==> src/hit_latch_pkg.sv <==
// Shared constants for the hit latch and dead-time logic
package hit_latch_pkg;
  localparam int unsigned clk_period_ns = 20;
  localparam int unsigned pulse_spacing_ns = 32;
  localparam int unsigned dead_min_ns = 32;
  localparam int unsigned dead_max_ns = 64;
  localparam int unsigned tap_count = 12;
  localparam int unsigned channel_count = 2;
  localparam logic latch_reset_value = 1'b0;
  localparam logic busy_reset_value = 1'b0;
  localparam logic back_option_default = 1'b0;
  typedef enum logic [1:0] {live, armed, held} chan_state_e;
endpackage

==> src/time_shift_capture.sv <==
// Twin-phase time shift registers and their holding registers
`timescale 1ns/10ps
`default_nettype none
module time_shift_capture
  import hit_latch_pkg::*;
#(
  parameter int unsigned taps = tap_count
) (
  input wire logic clk_in, // System clock
  input wire logic sys_rst_in, // Synchronous reset, high
  input wire logic shift_odd_in, // Gated train, true phase
  input wire logic shift_even_in, // Gated train, inverted phase
  input wire logic latch_in, // Hit latch output
  input wire logic end_of_pulse_strobe_in, // Copy to holding regs
  output logic [taps-1:0] odd_hold_out, // Held odd pattern
  output logic [taps-1:0] even_hold_out // Held even pattern
);
  logic [taps-1:0] odd_shift;
  logic [taps-1:0] even_shift;

  // Shift registers advance on gated train ticks; earlier latch gives more ones
  always_ff @(posedge clk_in) begin
    if (sys_rst_in || end_of_pulse_strobe_in) begin
      odd_shift <= '0;
    end else if (shift_odd_in) begin
      odd_shift <= {odd_shift[taps-2:0], latch_in};
    end
  end

  always_ff @(posedge clk_in) begin
    if (sys_rst_in || end_of_pulse_strobe_in) begin
      even_shift <= '0;
    end else if (shift_even_in) begin
      even_shift <= {even_shift[taps-2:0], latch_in};
    end
  end

  always_ff @(posedge clk_in) begin
    if (sys_rst_in) begin
      odd_hold_out <= '0;
      even_hold_out <= '0;
    end else if (end_of_pulse_strobe_in) begin
      odd_hold_out <= odd_shift;
      even_hold_out <= even_shift;
    end
  end
endmodule // time_shift_capture
`default_nettype wire

==> src/hit_latch_dead_time.sv <==
// Hit latch with next-pulse dead-time extension for one channel
`timescale 1ns/10ps
`default_nettype none
module hit_latch_dead_time
  import hit_latch_pkg::*;
#(
  parameter int unsigned taps = tap_count
) (
  input wire logic clk_in, // System clock, 50 MHz
  input wire logic sys_rst_in, // Synchronous reset, high
  input wire logic front_hit_in, // Front scintillator signal
  input wire logic back_hit_in, // Back scintillator signal
  input wire logic coincidence_enable_in, // Low: back not required
  input wire logic back_single_busy_option_in, // Back alone sets busy
  input wire logic next_pulse_busy_enable_in, // Dead-time extension on
  input wire logic shift_odd_in, // Gated train tick, true phase
  input wire logic shift_even_in, // Gated train tick, inverted phase
  input wire logic end_of_pulse_strobe_in, // End of beam pulse
  output logic hit_latch_out, // Latch state
  output logic next_pulse_busy_out, // Busy for current pulse
  output logic latch_reset_out, // Latch reset held
  output logic [taps-1:0] odd_hold_out, // Held odd time bits
  output logic [taps-1:0] even_hold_out // Held even time bits
);
  ////////////////////////////////////////////////////////////////////////
  logic coincidence;
  logic busy_request;
  logic busy_pending;
  logic next_busy_pending;

  // Back input ignored for coincidence when disabled, like tying it high
  assign coincidence = front_hit_in && (back_hit_in || !coincidence_enable_in);
  // Back-only busy off by default: wide early back would kill next front
  assign next_busy_pending = busy_pending || coincidence || front_hit_in
      || (back_single_busy_option_in && back_hit_in);
  assign busy_request = next_busy_pending;
  assign latch_reset_out = next_pulse_busy_out;

  ////////////////////////////////////////////////////////////////////////
  // Latch: first coincidence wins, cleared at the strobe or while latch reset is held
  always_ff @(posedge clk_in) begin
    if (sys_rst_in || end_of_pulse_strobe_in || latch_reset_out) begin
      hit_latch_out <= latch_reset_value;
    end else if (!hit_latch_out && coincidence) begin
      hit_latch_out <= 1'b1;
    end
  end

  // Any front hit, or back single with the option on, in this pulse is remembered, even while held dead
  always_ff @(posedge clk_in) begin
    if (sys_rst_in || end_of_pulse_strobe_in) begin
      busy_pending <= busy_reset_value;
    end else if (busy_request) begin
      busy_pending <= 1'b1;
    end
  end

  // Busy sampled once per pulse; clears itself after a quiet pulse
  always_ff @(posedge clk_in) begin
    if (sys_rst_in) begin
      next_pulse_busy_out <= busy_reset_value;
    end else if (end_of_pulse_strobe_in) begin
      next_pulse_busy_out <= next_pulse_busy_enable_in && busy_request;
    end
  end

  ////////////////////////////////////////////////////////////////////////
  time_shift_capture #(.taps(taps)) capture (
    .clk_in(clk_in),
    .sys_rst_in(sys_rst_in),
    .shift_odd_in(shift_odd_in),
    .shift_even_in(shift_even_in),
    .latch_in(hit_latch_out),
    .end_of_pulse_strobe_in(end_of_pulse_strobe_in),
    .odd_hold_out(odd_hold_out),
    .even_hold_out(even_hold_out)
  );

  ////////////////////////////////////////////////////////////////////////
  latch_holds_a: assert property (@(posedge clk_in) disable iff (sys_rst_in)
    hit_latch_out && !end_of_pulse_strobe_in |=> hit_latch_out)
    else $error("latch dropped before strobe");
  latch_sets_a: assert property (@(posedge clk_in) disable iff (sys_rst_in)
    !hit_latch_out && coincidence && !latch_reset_out && !end_of_pulse_strobe_in
      |=> hit_latch_out)
    else $error("coincidence did not set latch");
  busy_follows_a: assert property (@(posedge clk_in) disable iff (sys_rst_in)
    hit_latch_out && end_of_pulse_strobe_in && next_pulse_busy_enable_in
      |=> next_pulse_busy_out)
    else $error("busy not set after hit pulse");
  busy_steady_a: assert property (@(posedge clk_in) disable iff (sys_rst_in)
    !end_of_pulse_strobe_in |=> $stable(next_pulse_busy_out))
    else $error("busy changed mid pulse");
  reset_blocks_a: assert property (@(posedge clk_in) disable iff (sys_rst_in)
    latch_reset_out |=> !hit_latch_out)
    else $error("latch set while reset held");
  // A hit while latch reset is held, outside the strobe cycle, still sets busy pending
  held_hit_a: assert property (@(posedge clk_in) disable iff (sys_rst_in)
    latch_reset_out && coincidence && !end_of_pulse_strobe_in |=> busy_pending)
    else $error("held hit lost for busy");
  front_busy_a: assert property (@(posedge clk_in) disable iff (sys_rst_in)
    front_hit_in && !end_of_pulse_strobe_in |=> busy_pending)
    else $error("front single did not set busy");
  back_gate_a: assert property (@(posedge clk_in) disable iff (sys_rst_in)
    end_of_pulse_strobe_in && !busy_pending && !front_hit_in && !back_single_busy_option_in
      |=> !next_pulse_busy_out)
    else $error("back alone set busy while option off");
  busy_clears_a: assert property (@(posedge clk_in) disable iff (sys_rst_in)
    end_of_pulse_strobe_in && !busy_request |=> !next_pulse_busy_out)
    else $error("busy did not self clear");
  // A pulse held dead from strobe to strobe can only have shifted in zeros
  hold_copy_a: assert property (@(posedge clk_in) disable iff (sys_rst_in)
    end_of_pulse_strobe_in && latch_reset_out |=> odd_hold_out == '0 && even_hold_out == '0)
    else $error("held pulse captured ones");

  hit_cover: cover property (@(posedge clk_in) disable iff (sys_rst_in)
    !hit_latch_out ##1 hit_latch_out);
  dead_cover: cover property (@(posedge clk_in) disable iff (sys_rst_in)
    latch_reset_out && coincidence);
  chain_cover: cover property (@(posedge clk_in) disable iff (sys_rst_in)
    next_pulse_busy_out && end_of_pulse_strobe_in ##1 next_pulse_busy_out);

  ////////////////////////////////////////////////////////////////////////
  // Dead-time bookkeeping. The block works in whole beam pulses: one
  // strobe-to-strobe span stands for one pulse, so the dead window after
  // an accepted hit is the rest of that pulse plus one more, extended while held hits arrive.
  // A real pulse is under two system clocks long, which is why
  // the checks below count strobes rather than cycles.
  // Limitation: the enable is only looked at on the strobe, so toggling it
  // mid pulse takes effect from the next pulse on.
  logic after_hit;
  logic chan_dead;
  logic back_single;

  assign chan_dead = hit_latch_out || latch_reset_out;
  assign back_single = back_single_busy_option_in && back_hit_in && !front_hit_in;

  // Set for the pulse that follows an accepted hit with the extension on
  always_ff @(posedge clk_in) begin
    if (sys_rst_in) begin
      after_hit <= busy_reset_value;
    end else if (end_of_pulse_strobe_in) begin
      after_hit <= hit_latch_out && next_pulse_busy_enable_in;
    end
  end

  ////////////////////////////////////////////////////////////////////////
  // Lower bound of the dead window: the pulse after a hit is fully held
  dead_span_a: assert property (@(posedge clk_in) disable iff (sys_rst_in)
    after_hit |-> latch_reset_out && !hit_latch_out)
    else $error("channel live in pulse after hit");

  // Upper bound: a quiet held pulse hands the channel back at its strobe
  dead_end_a: assert property (@(posedge clk_in) disable iff (sys_rst_in)
    after_hit && end_of_pulse_strobe_in && !busy_request |=> !chan_dead)
    else $error("channel still dead after quiet pulse");

  // Only a coincidence may set the latch
  latch_only_coin_a: assert property (@(posedge clk_in) disable iff (sys_rst_in)
    !hit_latch_out && !coincidence |=> !hit_latch_out)
    else $error("latch set without coincidence");

  // Test mode: with the back requirement off the front alone is a hit
  coin_off_a: assert property (@(posedge clk_in) disable iff (sys_rst_in)
    !coincidence_enable_in && front_hit_in && !hit_latch_out && !latch_reset_out
      && !end_of_pulse_strobe_in |=> hit_latch_out)
    else $error("front alone did not set latch in test mode");

  reset_clears_a: assert property (@(posedge clk_in)
    sys_rst_in |=> !hit_latch_out && !next_pulse_busy_out && !busy_pending)
    else $error("state left over after reset");

  strobe_clear_a: assert property (@(posedge clk_in) disable iff (sys_rst_in)
    end_of_pulse_strobe_in |=> !hit_latch_out)
    else $error("latch survived the strobe");

  busy_gated_a: assert property (@(posedge clk_in) disable iff (sys_rst_in)
    end_of_pulse_strobe_in && !next_pulse_busy_enable_in |=> !next_pulse_busy_out)
    else $error("busy set with extension off");

  // A hit seen while held keeps the channel dead for one more pulse
  chain_held_a: assert property (@(posedge clk_in) disable iff (sys_rst_in)
    end_of_pulse_strobe_in && latch_reset_out && busy_pending && next_pulse_busy_enable_in
      |=> latch_reset_out)
    else $error("held hit did not extend dead time");

  back_busy_a: assert property (@(posedge clk_in) disable iff (sys_rst_in)
    back_single && !end_of_pulse_strobe_in |=> busy_pending)
    else $error("back single with option on did not set busy");

  // Held bits only move at the strobe, so the scalers downstream see
  // one clean level for the whole following pulse
  for (genvar bit_idx = 0; bit_idx < taps; bit_idx++) begin : g_hold_bits
    hold_bit_a: assert property (@(posedge clk_in) disable iff (sys_rst_in)
      !end_of_pulse_strobe_in
        |=> $stable(odd_hold_out[bit_idx]) && $stable(even_hold_out[bit_idx]))
      else $error("held bit moved mid pulse");
  end

  single_cover: cover property (@(posedge clk_in) disable iff (sys_rst_in)
    front_hit_in && !coincidence);
  back_cover: cover property (@(posedge clk_in) disable iff (sys_rst_in)
    back_single);
endmodule // hit_latch_dead_time
`default_nettype wire

==> config.mk <==
export PLATFORM = sky130hd
export DESIGN_NAME = hit_latch_dead_time
export DESIGN_NICKNAME = d
export VERILOG_FILES = /design/src/hit_latch_pkg.sv /design/src/time_shift_capture.sv /design/src/hit_latch_dead_time.sv
export SDC_FILE = /design/constraint.sdc
export NUM_CORES = 1
export LEC_CHECK = 0
export ABC_CLOCK_PERIOD_IN_PS = 940
export CAP_MARGIN = 20
export CORE_UTILIZATION = 34
export CTS_BUF_LIST = sky130_fd_sc_hd__clkbuf_16
export CTS_CLUSTER_DIAMETER = 30
export DETAILED_ROUTE_END_ITERATION = 12
export DONT_BUFFER_PORTS = 1
export PLACE_DENSITY = 0.47
export SKIP_LAST_GASP = 1
export SYNTH_ARGS = -nofsm -noshare
export SYNTH_HDL_FRONTEND = slang
export SYNTH_SLANG_ARGS = --single-unit
==> constraint.sdc <==
create_clock -name clk_in -period 0.94 [get_ports clk_in]
set_input_delay 0.235 -clock clk_in [delete_from_list [all_inputs] [get_ports clk_in]]
set_output_delay 0.235 -clock clk_in [all_outputs]
set_load 0.03 [all_outputs]
==> metrics.cfg <==
[worst_setup_path]
required_ns = 0.70
cp-start-kind = register
ff2ff_path_depth = 2
cp_slowest_cell = dfxtp_4
crit_start = latch_reset_out$_SDFFE_PP0P_
cp.depth = 1
crit_chain = buf_12
rr_endpoint = latch_reset_out$_SDFFE_PP0P_
r2r-start = latch_reset_out$_SDFFE_PP0P_
r2r_slack_ns = 0.07
crit_end = latch_reset_out
crit_arrival_ns = 0.78
path_buf_inv = 1
crit_type = register to output port
cp_top_family = flip-flops
end_kind = output port
cp_slowest_stage_delay_ns = 0.35
path_max_fanout = 3

[cts]
clk_latency_ns = 0.28
cts_buffers = 5
clkTransAtPathRegs_ns = 0.06
cts_buffer_depth = 2
cts_max_level = 2
clock-sinks = 51
root_buffer = clkbuf_16
cts_tree = built

[timing]
max_slew_margin = 0.699
fmax_mhz = 986
rsz0062_at_grt = true
clock-skew-final_ns = 0.00172
final_hold_viol_count = 0
setup_violations = 30
drv_slew = 0
worst_pin_slew_ns = 0.450
period_needed_ns = 1.01
fin_hold_ws_ns = 0.00994
timing.final.crit_share = 1.08
final.setup.worst_slack_ns = -0.0745

[global_routing]
grt_pass1_wl_microns = 5140
grt_overflow = 0
grt_pass1_vias = 1115
grt.total_usage = 0.127
grt_max_degree = 28
antenna_found_initial = 0

[cells_and_area]
final_cell_mix = nor2_1 (49), mux2i_1 (48), dfxtp_1 (25), dfxtp_2 (19), buf_6 (19)
antennaDiodeCount = 0
syn_to_final_growth_pct = 27.8
design_area_sq_um = 2330
layout_commonest_cell = nor2_1
drive_gt1_frac = 0.304
fin_util = 0.454
fin_nets = 200

[worst_hold_path]
hold_path.class = input port to register
min_from = sys_rst_in

[floorplan]
die_w_microns = 75.3
die_y_microns = 75.3
row_count = 26
core_sq_um = 5140
die_area_sq_um = 5670
start_util = 0.355
boundaryPins = 37

[route]
first_iter_violations = 38
ant_nets = 0
drc = 0
drtPass1Iterations = 4
vias_per_cell = 4.50
wl_per_cell_microns = 13.1
vias = 1175
wl_microns = 3420

[placed_design]
place_area_sq_um = 2000
gp_congestion = 0.678
portBuffers = 0
pre_cts_ws_ns = 0.0655
dp_hpwl_microns = 2080

[power_and_ir_drop]
power_density_nw_per_um2 = 1830
design_power_total_mw = 4.27
p_seq_frac = 0.505
p_comb_frac = 0.032
switchingPower_uw = 797
intPower_mw = 3.47
p_clk_frac = 0.463
power.leakage_nw = 0.998
p_sw_frac = 0.187
irDropWorstVdd_v = 0.000709

[run_status]
failed_checks = setup timing
outcome = finished, violations left

[yosys]
yosysWarnings = 0
synth_top_area_frac = 0.559
ys_types = 15
yosysSeqAreaShare = 0.559
syn_nets = 178
ys_ff_latch = 51
yosys-top-cells-area = dfxtp_1 (56%), mux2i_1 (26%), nor2_1 (10%), buf_6 (2.5%), buf_4 (1.2%)
synthCells = 168
synth_area_sq_um = 1830
synth_top_area_cell = dfxtp_1
synth.avg_cell_area_sq_um = 10.9

[flow_run]
max-cap-violations = 0

[cells in the mapped netlist (all sizes together)]
master	number
nor2	49
mux2i	48
buf	10
a21oi	1
dfxtp	51
nand2b	1
a211oi	1
or2	1
nand2	1
or3b	1
nor3	1
o31ai	1
clkbuf	2
[layout make-up]
class / instances / area [sq um]
Timing Repair Buffer: 27 / 294
Clock inverter: 3 / 38.8
Clock buffer: 5 / 125
Sequential cell: 51 / 1070
Fill cell: 507 / 2810
Tap cell: 70 / 87.6
Multi-Input combinational cell: 105 / 717
[power by group through the flow]
stage	logic [mW]	clock network [mW]	registers (mW)
global placement	0.106	0	2.22
global route	0.143	2.14	2.15
CTS	0.128	2.04	2.16
floorplan	0.158	0	2.23
detailed placement	0.106	0	2.22
finish	0.137	1.98	2.16
[through the flow]
stage,setup TNS (ns),std cells
3_5_place_dp,0,249
2_1_floorplan,-0.203,168
4_1_cts,-1.14,260
5_1_grt,-2.19,261
6_report,-1.36,261
3_3_place_gp,0,249
[layer usage]
layer	global-route usage	routed length (microns)	up-vias
li1	-	-	600
met1	0.153	1680	540
met2	0.195	1490	28
met3	0.0522	180	7
met4	0.0679	70	0
met5	0	0	-
[what timing repair did]
item / 4_1_cts / 5_1_grt
hold endpoints to repair: 3 / 9
setup endpoints to repair: 27 / 27
buffers inserted: 1 / 0
gates resized for setup: 53 / 0
hold buffers: 2 / 1
[sequential cells by signal, indices dropped and copies added, names as in the netlist]
name / cells
capture.even_hold_out: 12
capture.odd_hold_out: 12
capture.odd_shift: 12
latch_reset_out: 1
busy_pending: 1
hit_latch_out: 1
capture.even_shift: 12
[cells by family after synthesis]
group                  after synthesis  share of synthesized area
AND/OR/NAND/NOR                     54                      0.117
flip-flops                          51                      0.559
multiplexers                        48                      0.263
buffers and inverters               12                     0.0493
AO/OA/AOI/OAI                        3                     0.0110
[worst min-delay path by stage]
| stage | to | slack, ns | cells past startpoint |
|---|---|---|---|
| floorplan | busy_pending$_SDFFE_PP0P_ | 0.37 | 2 |
| global placement | capture.odd_hold_out[11]$_SDFFE_PP0P_ | 0.31 | 1 |
| detailed placement | capture.odd_hold_out[10]$_SDFFE_PP0P_ | 0.31 | 1 |
| CTS | capture.even_hold_out[7]$_SDFFE_PP0P_ | 0.0009 | 1 |
| global route | capture.even_hold_out[1]$_SDFFE_PP0P_ | 0.0003 | 1 |
| finish | capture.odd_hold_out[0]$_SDFFE_PP0P_ | 0.01 | 1 |
Note: power is estimated with default switching activity, not from simulation.
